## src/rtl/port_ctrl_pkg.sv

```systemverilog
`default_nettype none

package port_ctrl_pkg;

	localparam int          NUM_PORTS     = 5;
	localparam int          ADDR_W        = 8;
	localparam int          DATA_W        = 8;
	localparam int          VID_W         = 12;
	localparam int          PRIO_W        = 2;

	// per-port control byte addresses
	localparam logic [7:0]  PORT1_CTRL_ADDR = 8'h10;
	localparam logic [7:0]  PORT2_CTRL_ADDR = 8'h20;
	localparam logic [7:0]  PORT3_CTRL_ADDR = 8'h30;
	localparam logic [7:0]  PORT4_CTRL_ADDR = 8'h40;
	localparam logic [7:0]  PORT5_CTRL_ADDR = 8'h50;

	// field positions
	localparam int          STORM_EN_BIT   = 7;
	localparam int          DSCP_EN_BIT    = 6;
	localparam int          PCP_EN_BIT     = 5;
	localparam int          PORT_PRIO_HI   = 4;
	localparam int          PORT_PRIO_LO   = 3;
	localparam int          TAG_INSERT_BIT = 2;
	localparam int          TAG_REMOVE_BIT = 1;
	localparam int          SPLIT_LO_BIT   = 0;

	localparam logic [7:0]  CTRL_RESET     = 8'h00;

	// combined queue split code {companion bit, low bit}
	localparam logic [1:0]  SPLIT_SINGLE   = 2'h0;
	localparam logic [1:0]  SPLIT_TWO      = 2'h1;
	localparam logic [1:0]  SPLIT_FOUR     = 2'h2;
	localparam logic [1:0]  SPLIT_RSVD     = 2'h3;

	localparam logic [2:0]  NO_PORT        = 3'h7;

endpackage : port_ctrl_pkg

`default_nettype wire

```

## src/rtl/port_ingress_priority_tag_control.sv

```systemverilog
`timescale 1ns/1ns
`default_nettype none

module port_ingress_priority_tag_control
	import port_ctrl_pkg::*;
(
	input  wire logic                       ref_clk_in,
	input  wire logic                       sys_rst_in,
	input  wire logic                       ref_clk_en_in,
	input  wire logic                       reg_wr_en_in,
	input  wire logic                       reg_rd_en_in,
	input  wire logic [ADDR_W-1:0]          reg_addr_in,
	input  wire logic [DATA_W-1:0]          reg_wdata_in,
	input  wire logic [NUM_PORTS-1:0]       split_hi_in,
	input  wire logic [NUM_PORTS*VID_W-1:0] port_default_vlan_id_in,
	input  wire logic                       ingress_valid_in,
	input  wire logic [2:0]                 ingress_port_in,
	input  wire logic                       dscp_valid_in,
	input  wire logic [PRIO_W-1:0]          dscp_prio_in,
	input  wire logic                       pcp_valid_in,
	input  wire logic [PRIO_W-1:0]          pcp_prio_in,
	input  wire logic                       egress_valid_in,
	input  wire logic [2:0]                 egress_port_in,
	input  wire logic [2:0]                 egress_src_port_in,
	input  wire logic                       egress_arrived_tagged_in,
	output logic      [DATA_W-1:0]          reg_rdata_out,
	output logic      [NUM_PORTS-1:0]       storm_protect_en_out,
	output logic                            class_valid_out,
	output logic      [PRIO_W-1:0]          class_prio_out,
	output logic      [PRIO_W-1:0]          class_queue_out,
	output logic                            egress_valid_out,
	output logic                            egress_add_tag_out,
	output logic                            egress_strip_tag_out,
	output logic      [VID_W-1:0]           egress_vid_out
);

	logic [DATA_W-1:0] ctrl [NUM_PORTS];
	logic [2:0]        sel;
	logic [DATA_W-1:0] ictl;
	logic [DATA_W-1:0] ectl;
	logic [PRIO_W-1:0] next_prio;
	logic [PRIO_W-1:0] next_queue;
	logic [1:0]        split_code;
	logic              use_dscp;
	logic              use_pcp;

	// address to port index, NO_PORT when unmapped
	function automatic logic [2:0] port_of_addr(input logic [ADDR_W-1:0] a);
		case (a)
			PORT1_CTRL_ADDR: port_of_addr = 3'h0;
			PORT2_CTRL_ADDR: port_of_addr = 3'h1;
			PORT3_CTRL_ADDR: port_of_addr = 3'h2;
			PORT4_CTRL_ADDR: port_of_addr = 3'h3;
			PORT5_CTRL_ADDR: port_of_addr = 3'h4;
			default:         port_of_addr = NO_PORT;
		endcase
	endfunction : port_of_addr

	// control byte of a port, zero for an out of range index
	function automatic logic [DATA_W-1:0] ctrl_of(input logic [2:0] p,
			input logic [DATA_W-1:0] c0, input logic [DATA_W-1:0] c1,
			input logic [DATA_W-1:0] c2, input logic [DATA_W-1:0] c3,
			input logic [DATA_W-1:0] c4);
		case (p)
			3'h0:    ctrl_of = c0;
			3'h1:    ctrl_of = c1;
			3'h2:    ctrl_of = c2;
			3'h3:    ctrl_of = c3;
			3'h4:    ctrl_of = c4;
			default: ctrl_of = CTRL_RESET;
		endcase
	endfunction : ctrl_of

	assign sel  = port_of_addr(reg_addr_in);
	assign ictl = ctrl_of(ingress_port_in, ctrl[0], ctrl[1], ctrl[2], ctrl[3], ctrl[4]);
	assign ectl = ctrl_of(egress_port_in, ctrl[0], ctrl[1], ctrl[2], ctrl[3], ctrl[4]);

	// per-port byte, zero at reset, written in place
	always_ff @(posedge ref_clk_in) begin
		if (sys_rst_in) begin
			for (int i = 0; i < NUM_PORTS; i++) begin
				ctrl[i] <= CTRL_RESET;
			end
		end else if (ref_clk_en_in && reg_wr_en_in && sel != NO_PORT) begin
			ctrl[sel] <= reg_wdata_in;
		end
	end

	// register readback, unmapped reads as zero
	always_ff @(posedge ref_clk_in) begin
		if (sys_rst_in) begin
			reg_rdata_out <= 8'h00;
		end else if (ref_clk_en_in && reg_rd_en_in) begin
			reg_rdata_out <= ctrl_of(sel, ctrl[0], ctrl[1], ctrl[2], ctrl[3], ctrl[4]);
		end
	end

	always_ff @(posedge ref_clk_in) begin
		if (sys_rst_in) begin
			storm_protect_en_out <= '0;
		end else if (ref_clk_en_in) begin
			for (int i = 0; i < NUM_PORTS; i++) begin
				storm_protect_en_out[i] <= ctrl[i][STORM_EN_BIT];
			end
		end
	end

	assign use_dscp = ictl[DSCP_EN_BIT] && dscp_valid_in;
	assign use_pcp  = ictl[PCP_EN_BIT] && pcp_valid_in;

	always_comb begin
		next_prio = ictl[PORT_PRIO_HI:PORT_PRIO_LO];
		if (use_dscp || use_pcp) begin
			next_prio = (use_dscp ? dscp_prio_in : 2'h0) | (use_pcp ? pcp_prio_in : 2'h0);
		end
	end

	assign split_code = {split_hi_in[ingress_port_in < 3'h5 ? ingress_port_in : 3'h0],
			ictl[SPLIT_LO_BIT]};

	always_comb begin
		case (split_code)
			SPLIT_FOUR: next_queue = next_prio;
			SPLIT_TWO:  next_queue = {1'h0, next_prio[1]};
			default:    next_queue = 2'h0;
		endcase
	end

	always_ff @(posedge ref_clk_in) begin
		if (sys_rst_in) begin
			class_valid_out <= 1'h0;
			class_prio_out  <= 2'h0;
			class_queue_out <= 2'h0;
		end else if (ref_clk_en_in) begin
			class_valid_out <= ingress_valid_in;
			if (ingress_valid_in) begin
				class_prio_out  <= next_prio;
				class_queue_out <= next_queue;
			end
		end
	end

	always_ff @(posedge ref_clk_in) begin
		if (sys_rst_in) begin
			egress_valid_out     <= 1'h0;
			egress_add_tag_out   <= 1'h0;
			egress_strip_tag_out <= 1'h0;
			egress_vid_out       <= '0;
		end else if (ref_clk_en_in) begin
			egress_valid_out <= egress_valid_in;
			if (egress_valid_in) begin
				egress_add_tag_out   <= ectl[TAG_INSERT_BIT] && !egress_arrived_tagged_in;
				egress_strip_tag_out <= ectl[TAG_REMOVE_BIT] && egress_arrived_tagged_in;
				if (egress_src_port_in < 3'h5) begin
					egress_vid_out <= port_default_vlan_id_in[egress_src_port_in*VID_W +: VID_W];
				end else begin
					egress_vid_out <= '0;
				end
			end
		end
	end
endmodule : port_ingress_priority_tag_control
`default_nettype wire

```

## config.mk

```make
export PLATFORM = sky130hd
export DESIGN_NAME = port_ingress_priority_tag_control
export DESIGN_NICKNAME = d
export VERILOG_FILES = /design/src/rtl/port_ctrl_pkg.sv /design/src/rtl/port_ingress_priority_tag_control.sv
export SDC_FILE = /design/constraint.sdc
export NUM_CORES = 1
export LEC_CHECK = 0
export BUFFER_PORTS_ARGS = -buffer_cell sky130_fd_sc_hd__buf_2
export CORE_UTILIZATION = 45
export DETAILED_ROUTE_END_ITERATION = 10
export PLACE_DENSITY = 0.78
export SYNTH_ARGS = -nofsm -noshare
export SYNTH_HDL_FRONTEND = slang
export SYNTH_SLANG_ARGS = --single-unit
```

## constraint.sdc

```tcl
create_clock -name ref_clk_in -period 3.3 [get_ports ref_clk_in]
set_clock_uncertainty 0.15 [all_clocks]
set_input_delay 0.33 -clock ref_clk_in [delete_from_list [all_inputs] [get_ports ref_clk_in]]
set_output_delay 0.33 -clock ref_clk_in [all_outputs]
set_load 0.02 [all_outputs]
```

# == Yosys cells after proc, flatten, opt, wreduce, memory -nomap -nowiden ==
# Memories as Yosys holds them, arrays and structs flattened.
# Cells that the tools add are included.
# totals
reg_bits,33
ramBits,40
wordCells,71
mem_count,1
# memory_table
memory,words,word_bits,read_ports,rd_clocked_by_memory_dff,write_ports,line_no,text
ctrl,5,8,5,0,5,port_ingress_priority_tag_control.sv:37,logic [DATA_W-1:0] ctrl [NUM_PORTS];
# classes
mul,1
order_cmp,3
n_eq_ne,20
shifts,1
mux,20
n_bitwise,1
n_reduce_logical,15
# ops
operator,count
60-bit by 8-bit variable part select with 12-bit output,1
8-bit one-hot mux with 5 select lines,1
7-bit one-hot mux with 5 select lines,1
3-bit one-hot mux with 5 select lines,2
"3-bit by 2-bit equality test with 1-bit output, second input constant",6
"8-bit by 6-bit equality test with 1-bit output, second input constant",2
"8-bit by 7-bit equality test with 1-bit output, second input constant",2
12-bit 2-to-1 mux,1
"3-bit by 1-bit equality test with 1-bit output, second input constant",3
"3-bit equality test, second input constant",3
3-bit zero test,3
"8-bit by 5-bit equality test with 1-bit output, second input constant",1
8-bit 2-to-1 mux,1
8-bit OR reduction,1
1-bit logical AND,7
1-bit 2-to-1 mux,7
"3-bit < comparator, second input constant",2
2-bit 2-to-1 mux,3
3-bit 2-to-1 mux,2
"3-bit by 2-bit multiplier with 5-bit output, second input constant",1
"3-bit by 4-bit < comparator with 1-bit output, second input constant",1
2-bit one-hot mux with 2 select lines,1
2-bit AND reduction,2
1-bit binary-select mux with 3-bit select,1
other kinds (6),6

# == Depth between registers and ports, before layout ==
# depth
word_depth,9
ltp_mapped,12
mapped_depth_nobuf,10

# == Worst setup path after synthesis ==
# OpenSTA, ideal clock, no wires.
# synth_path
kind,input-to-reg
startpoint,input port ingress_port_in[0]
endpoint,register class_queue_out[0]
arrival_ns,2.564
setup_slack_ns,0.507
cell_stages,10
n_path_buf,1
cell_sequence,clkbuf_1 > mux4_2 > nor2_1 > a21oi_1 > ha_1 > nor4bb_1 > and2_1 > o311ai_0 > o31a_1 > o211ai_1
# synth_via
elab_chain_cells,7
word_cells_on_any_way,20
# synth_lines
item,line_no,text
from (decl),port_ingress_priority_tag_control.sv:17,"input wire logic [2:0] ingress_port_in,"
branches (longest 6 deep; another with 3-bit < comparator),-,
2-bit one-hot mux with 2 select lines (*),port_ingress_priority_tag_control.sv:122,case (split_code)
to (signal assigned),port_ingress_priority_tag_control.sv:138,class_queue_out <= next_queue;
to (decl),port_ingress_priority_tag_control.sv:30,"output logic [PRIO_W-1:0] class_queue_out,"
# Every way passes the cells marked *. The select of a mux whose other input is x is not followed.
# A chain may end at the register's enable or synchronous reset.

# == Worst setup path in the final report ==
# layout_path
startpoint,input port ingress_port_in[1]
endpoint,register class_queue_out[0]
# Same word-level chain as after synthesis.

==> metrics <==
I/O Buffers=136; TritonCTS clock tree=yes; post-synth net total=484; CTS buffer count=9; Root Driver=clkbuf_8; routed vias=3532; LEAKAGE=2.16 nW; CP max stage delay=470 ps; Worst EP arrival=2770 ps; Crit Path Max Fanout=15; # DRC=0; number of distinct library cells after synthesis=57; R2R Setup Slk=680 ps; slew margin rel.=0.400; worst slew pin tran=898 ps; Die Y=96.0 um; Power Dens Cells=419 mW/mm^2; clock-pin slew on the worst setup and hold paths=80 ps; unrepaired setup endpoints after global routing=no; worst setup slack after layout=646 ps; gr ovfl total=0; crit path cell chain=buf_2 > mux2_2 > a21oi_1 > o21a_1 > ha_1 > nor4bb_1 > and2_1 > o311ai_0 > o31a_1 > o211ai_1; Seq/Total Area, Yosys=0.468; CTS resizes=0; Critical Path Sink Type=flop; Final ANT Viol Nets=0; FP Rows=33; Post-CTS Hold Buffers=0; Hold WC Path Type=in2reg; commonest non-fill, non-tap cell in the layout=buf_2; Synth Register Bits=73; routability congestion estimate=0.831; CTS Buffer Depth=2; Ports=137; critical setup path kind=in2reg; post-route cell area=0.00496 mm^2; EDFF count, synth=40; hold depth=3; DP Wirelength=8140 um; Die X=96.0 um; WP data required=3410 ps; first-pass GRT wire length=16500 um; largest net degree at the start of global routing=39; maximum vdd drop=188 uV; All-Layer GR Usage=0.240; clock tree sinks=73; ys flop type=edfxtp_1; Post-DP Area=0.00475 mm^2; Routed WL=10700 um; # setup viols final=0; vias in the first global route=3471; maximum clock frequency=0.377 GHz; Critical R2R Capture=class_queue_out[0]; Syn Area/Cell=10.5 um^2; critical hold path startpoint=egress_arrived_tagged_in; Gate Count Post-Synth=378; Tcrit/Tclk final=0.804; reg2reg start=ctrl[1][0]; Post-CTS Setup Bufs=0; delay-heaviest family, CP=compound AO/OA/AOI/OAI gates; CP max stage cell=nor4bb_1; P&R area growth vs syn=24.6%; CTS H-tree lvls=3; max cap viols=0; Setup WS pre-CTS=349 ps; layout cells sized above 1=0.362; Cell Area, Synth=0.00398 mm^2; routed length per placed instance=17.4 um; DR pass1 iterations=4; Critical path buffers and inverters=1; final core utilization=0.591; hold endpoint=egress_strip_tag_out; status=finished, final reports clean; Worst Reg2Reg Path Length in Cells=9; synth warn=0; max-slew violation count=0; type of origin of the critical path=primary input; DRT iter0 DRCs=132; vias per cell=5.71; leading cell types in the layout, fill and taps excluded=buf_2 (136), nor2_1 (48), and2_1 (42); n_diodes=0; worst skew pair latency=340 ps; Final Hold Fails=0; core area=0.00838 mm^2; initial antenna violation count=0; Die ar.=0.00922 mm^2; setup TNS=0 ps; Starting Density=0.475; Tmin final=2650 ps; Hold WS=111 ps; Final nets=615; fraction of registers with async set/reset=0
## final cells by class
type / instances / area [um^2]
Clock inverter: 6 / 83.8
Timing Repair Buffer: 143 / 733
Sequential cell: 73 / 1860
Tap cell: 105 / 131
Clock buffer: 10 / 128
Multi-Input combinational cell: 269 / 1970
Fill cell: 720 / 3420
Inverter: 13 / 48.8
## power by group
part           internal, mW  switching (mW)  total (mW)
Sequential            0.999          0.0252        1.02
Clock                 0.423           0.325       0.748
Combinational         0.137           0.165       0.302
## how the worst max path moves through the flow
stage          depth (start not counted)                 end  slack [ps]                from
3_3_place_gp                          10  class_queue_out[0]         450  ingress_port_in[1]
5_1_grt                               10  class_queue_out[0]         480  ingress_port_in[1]
2_1_floorplan                         10  class_queue_out[0]         510  ingress_port_in[0]
6_report                              10  class_queue_out[0]         650  ingress_port_in[1]
4_1_cts                                9  class_queue_out[0]         690          ctrl[1][0]
3_5_place_dp                          10  class_queue_out[0]         350  ingress_port_in[1]
## kinds of logic after synthesis
family / count (synthesis) / share of synthesized area
and+or+nand+nor: 162 / 0.224
DFF: 73 / 0.468
muxes: 33 / 0.126
buffers and inverters: 36 / 0.0365
AOI/OAI and AO/OA: 72 / 0.139
adders and majority gates: 2 / 0.00629
## sequential cells by signal, summed over array words and instances, names as in the netlist
register and flops:
class_prio_out 2, class_queue_out 2, class_valid_out 1, ctrl 40, egress_add_tag_out 1, egress_strip_tag_out 1
egress_valid_out 1, egress_vid_out 12, reg_rdata_out 8, storm_protect_en_out 5
## Yosys cell counts, drive strengths merged (2+ instances only)
| library cell | instances | area [um^2] |
|---|---|---|
| a21oi | 14 | 70.1 |
| mux4 | 13 | 293 |
| nor3b | 5 | 47.5 |
| inv | 13 | 48.8 |
| mux2i | 15 | 150 |
| nand3 | 2 | 10.0 |
| a22o | 8 | 70.1 |
| o31ai | 11 | 82.6 |
| a22oi | 9 | 67.6 |
| nor2 | 48 | 180 |
| edfxtp | 40 | 1200 |
| clkbuf | 17 | 63.8 |
| nor4b | 2 | 17.5 |
| dfxtp | 33 | 661 |
| ha | 2 | 25.0 |
| or3 | 2 | 17.5 |
| buf | 6 | 32.5 |
| nor3 | 16 | 80.1 |
| nand2 | 19 | 71.3 |
| and2 | 43 | 269 |
| o21ai | 5 | 25.0 |
| nand3b | 3 | 22.5 |
| o21a | 3 | 22.5 |
| mux2 | 5 | 60.1 |
| a221oi | 12 | 105 |
| and3b | 2 | 17.5 |
| or2 | 5 | 31.3 |
| and3 | 5 | 36.3 |
| nand4b | 2 | 17.5 |
## metrics by stage
stage / cells / power [mW]
floorplan: 378 / 1.21
CTS: 619 / 2.08
global route: 619 / 2.15
global placement: 603 / 1.33
finish: 619 / 2.07
detailed placement: 603 / 1.34
## per-layer routing
| metal | global-route usage | vias to the layer above | share of wire |
|---|---|---|---|
| met4 | 0.0808 | 0 | 0.021 |
| met1 | 0.281 | 1674 | 0.41 |
| met3 | 0.0561 | 26 | 0.073 |
| li1 | - | 1670 | - |
| met5 | 0 | - | 0 |
| met2 | 0.428 | 162 | 0.49 |
## worst reg2reg max path: stages, from the launching register on
cell,delay [ps]
edfxtp_1,410
mux2_2,270
a21oi_1,150
o21a_1,150
ha_1,240
nor4bb_1,470
and2_1,220
o311ai_0,140
o31a_1,270
o211ai_1,80
Note: power is estimated with default switching activity, not from simulation.
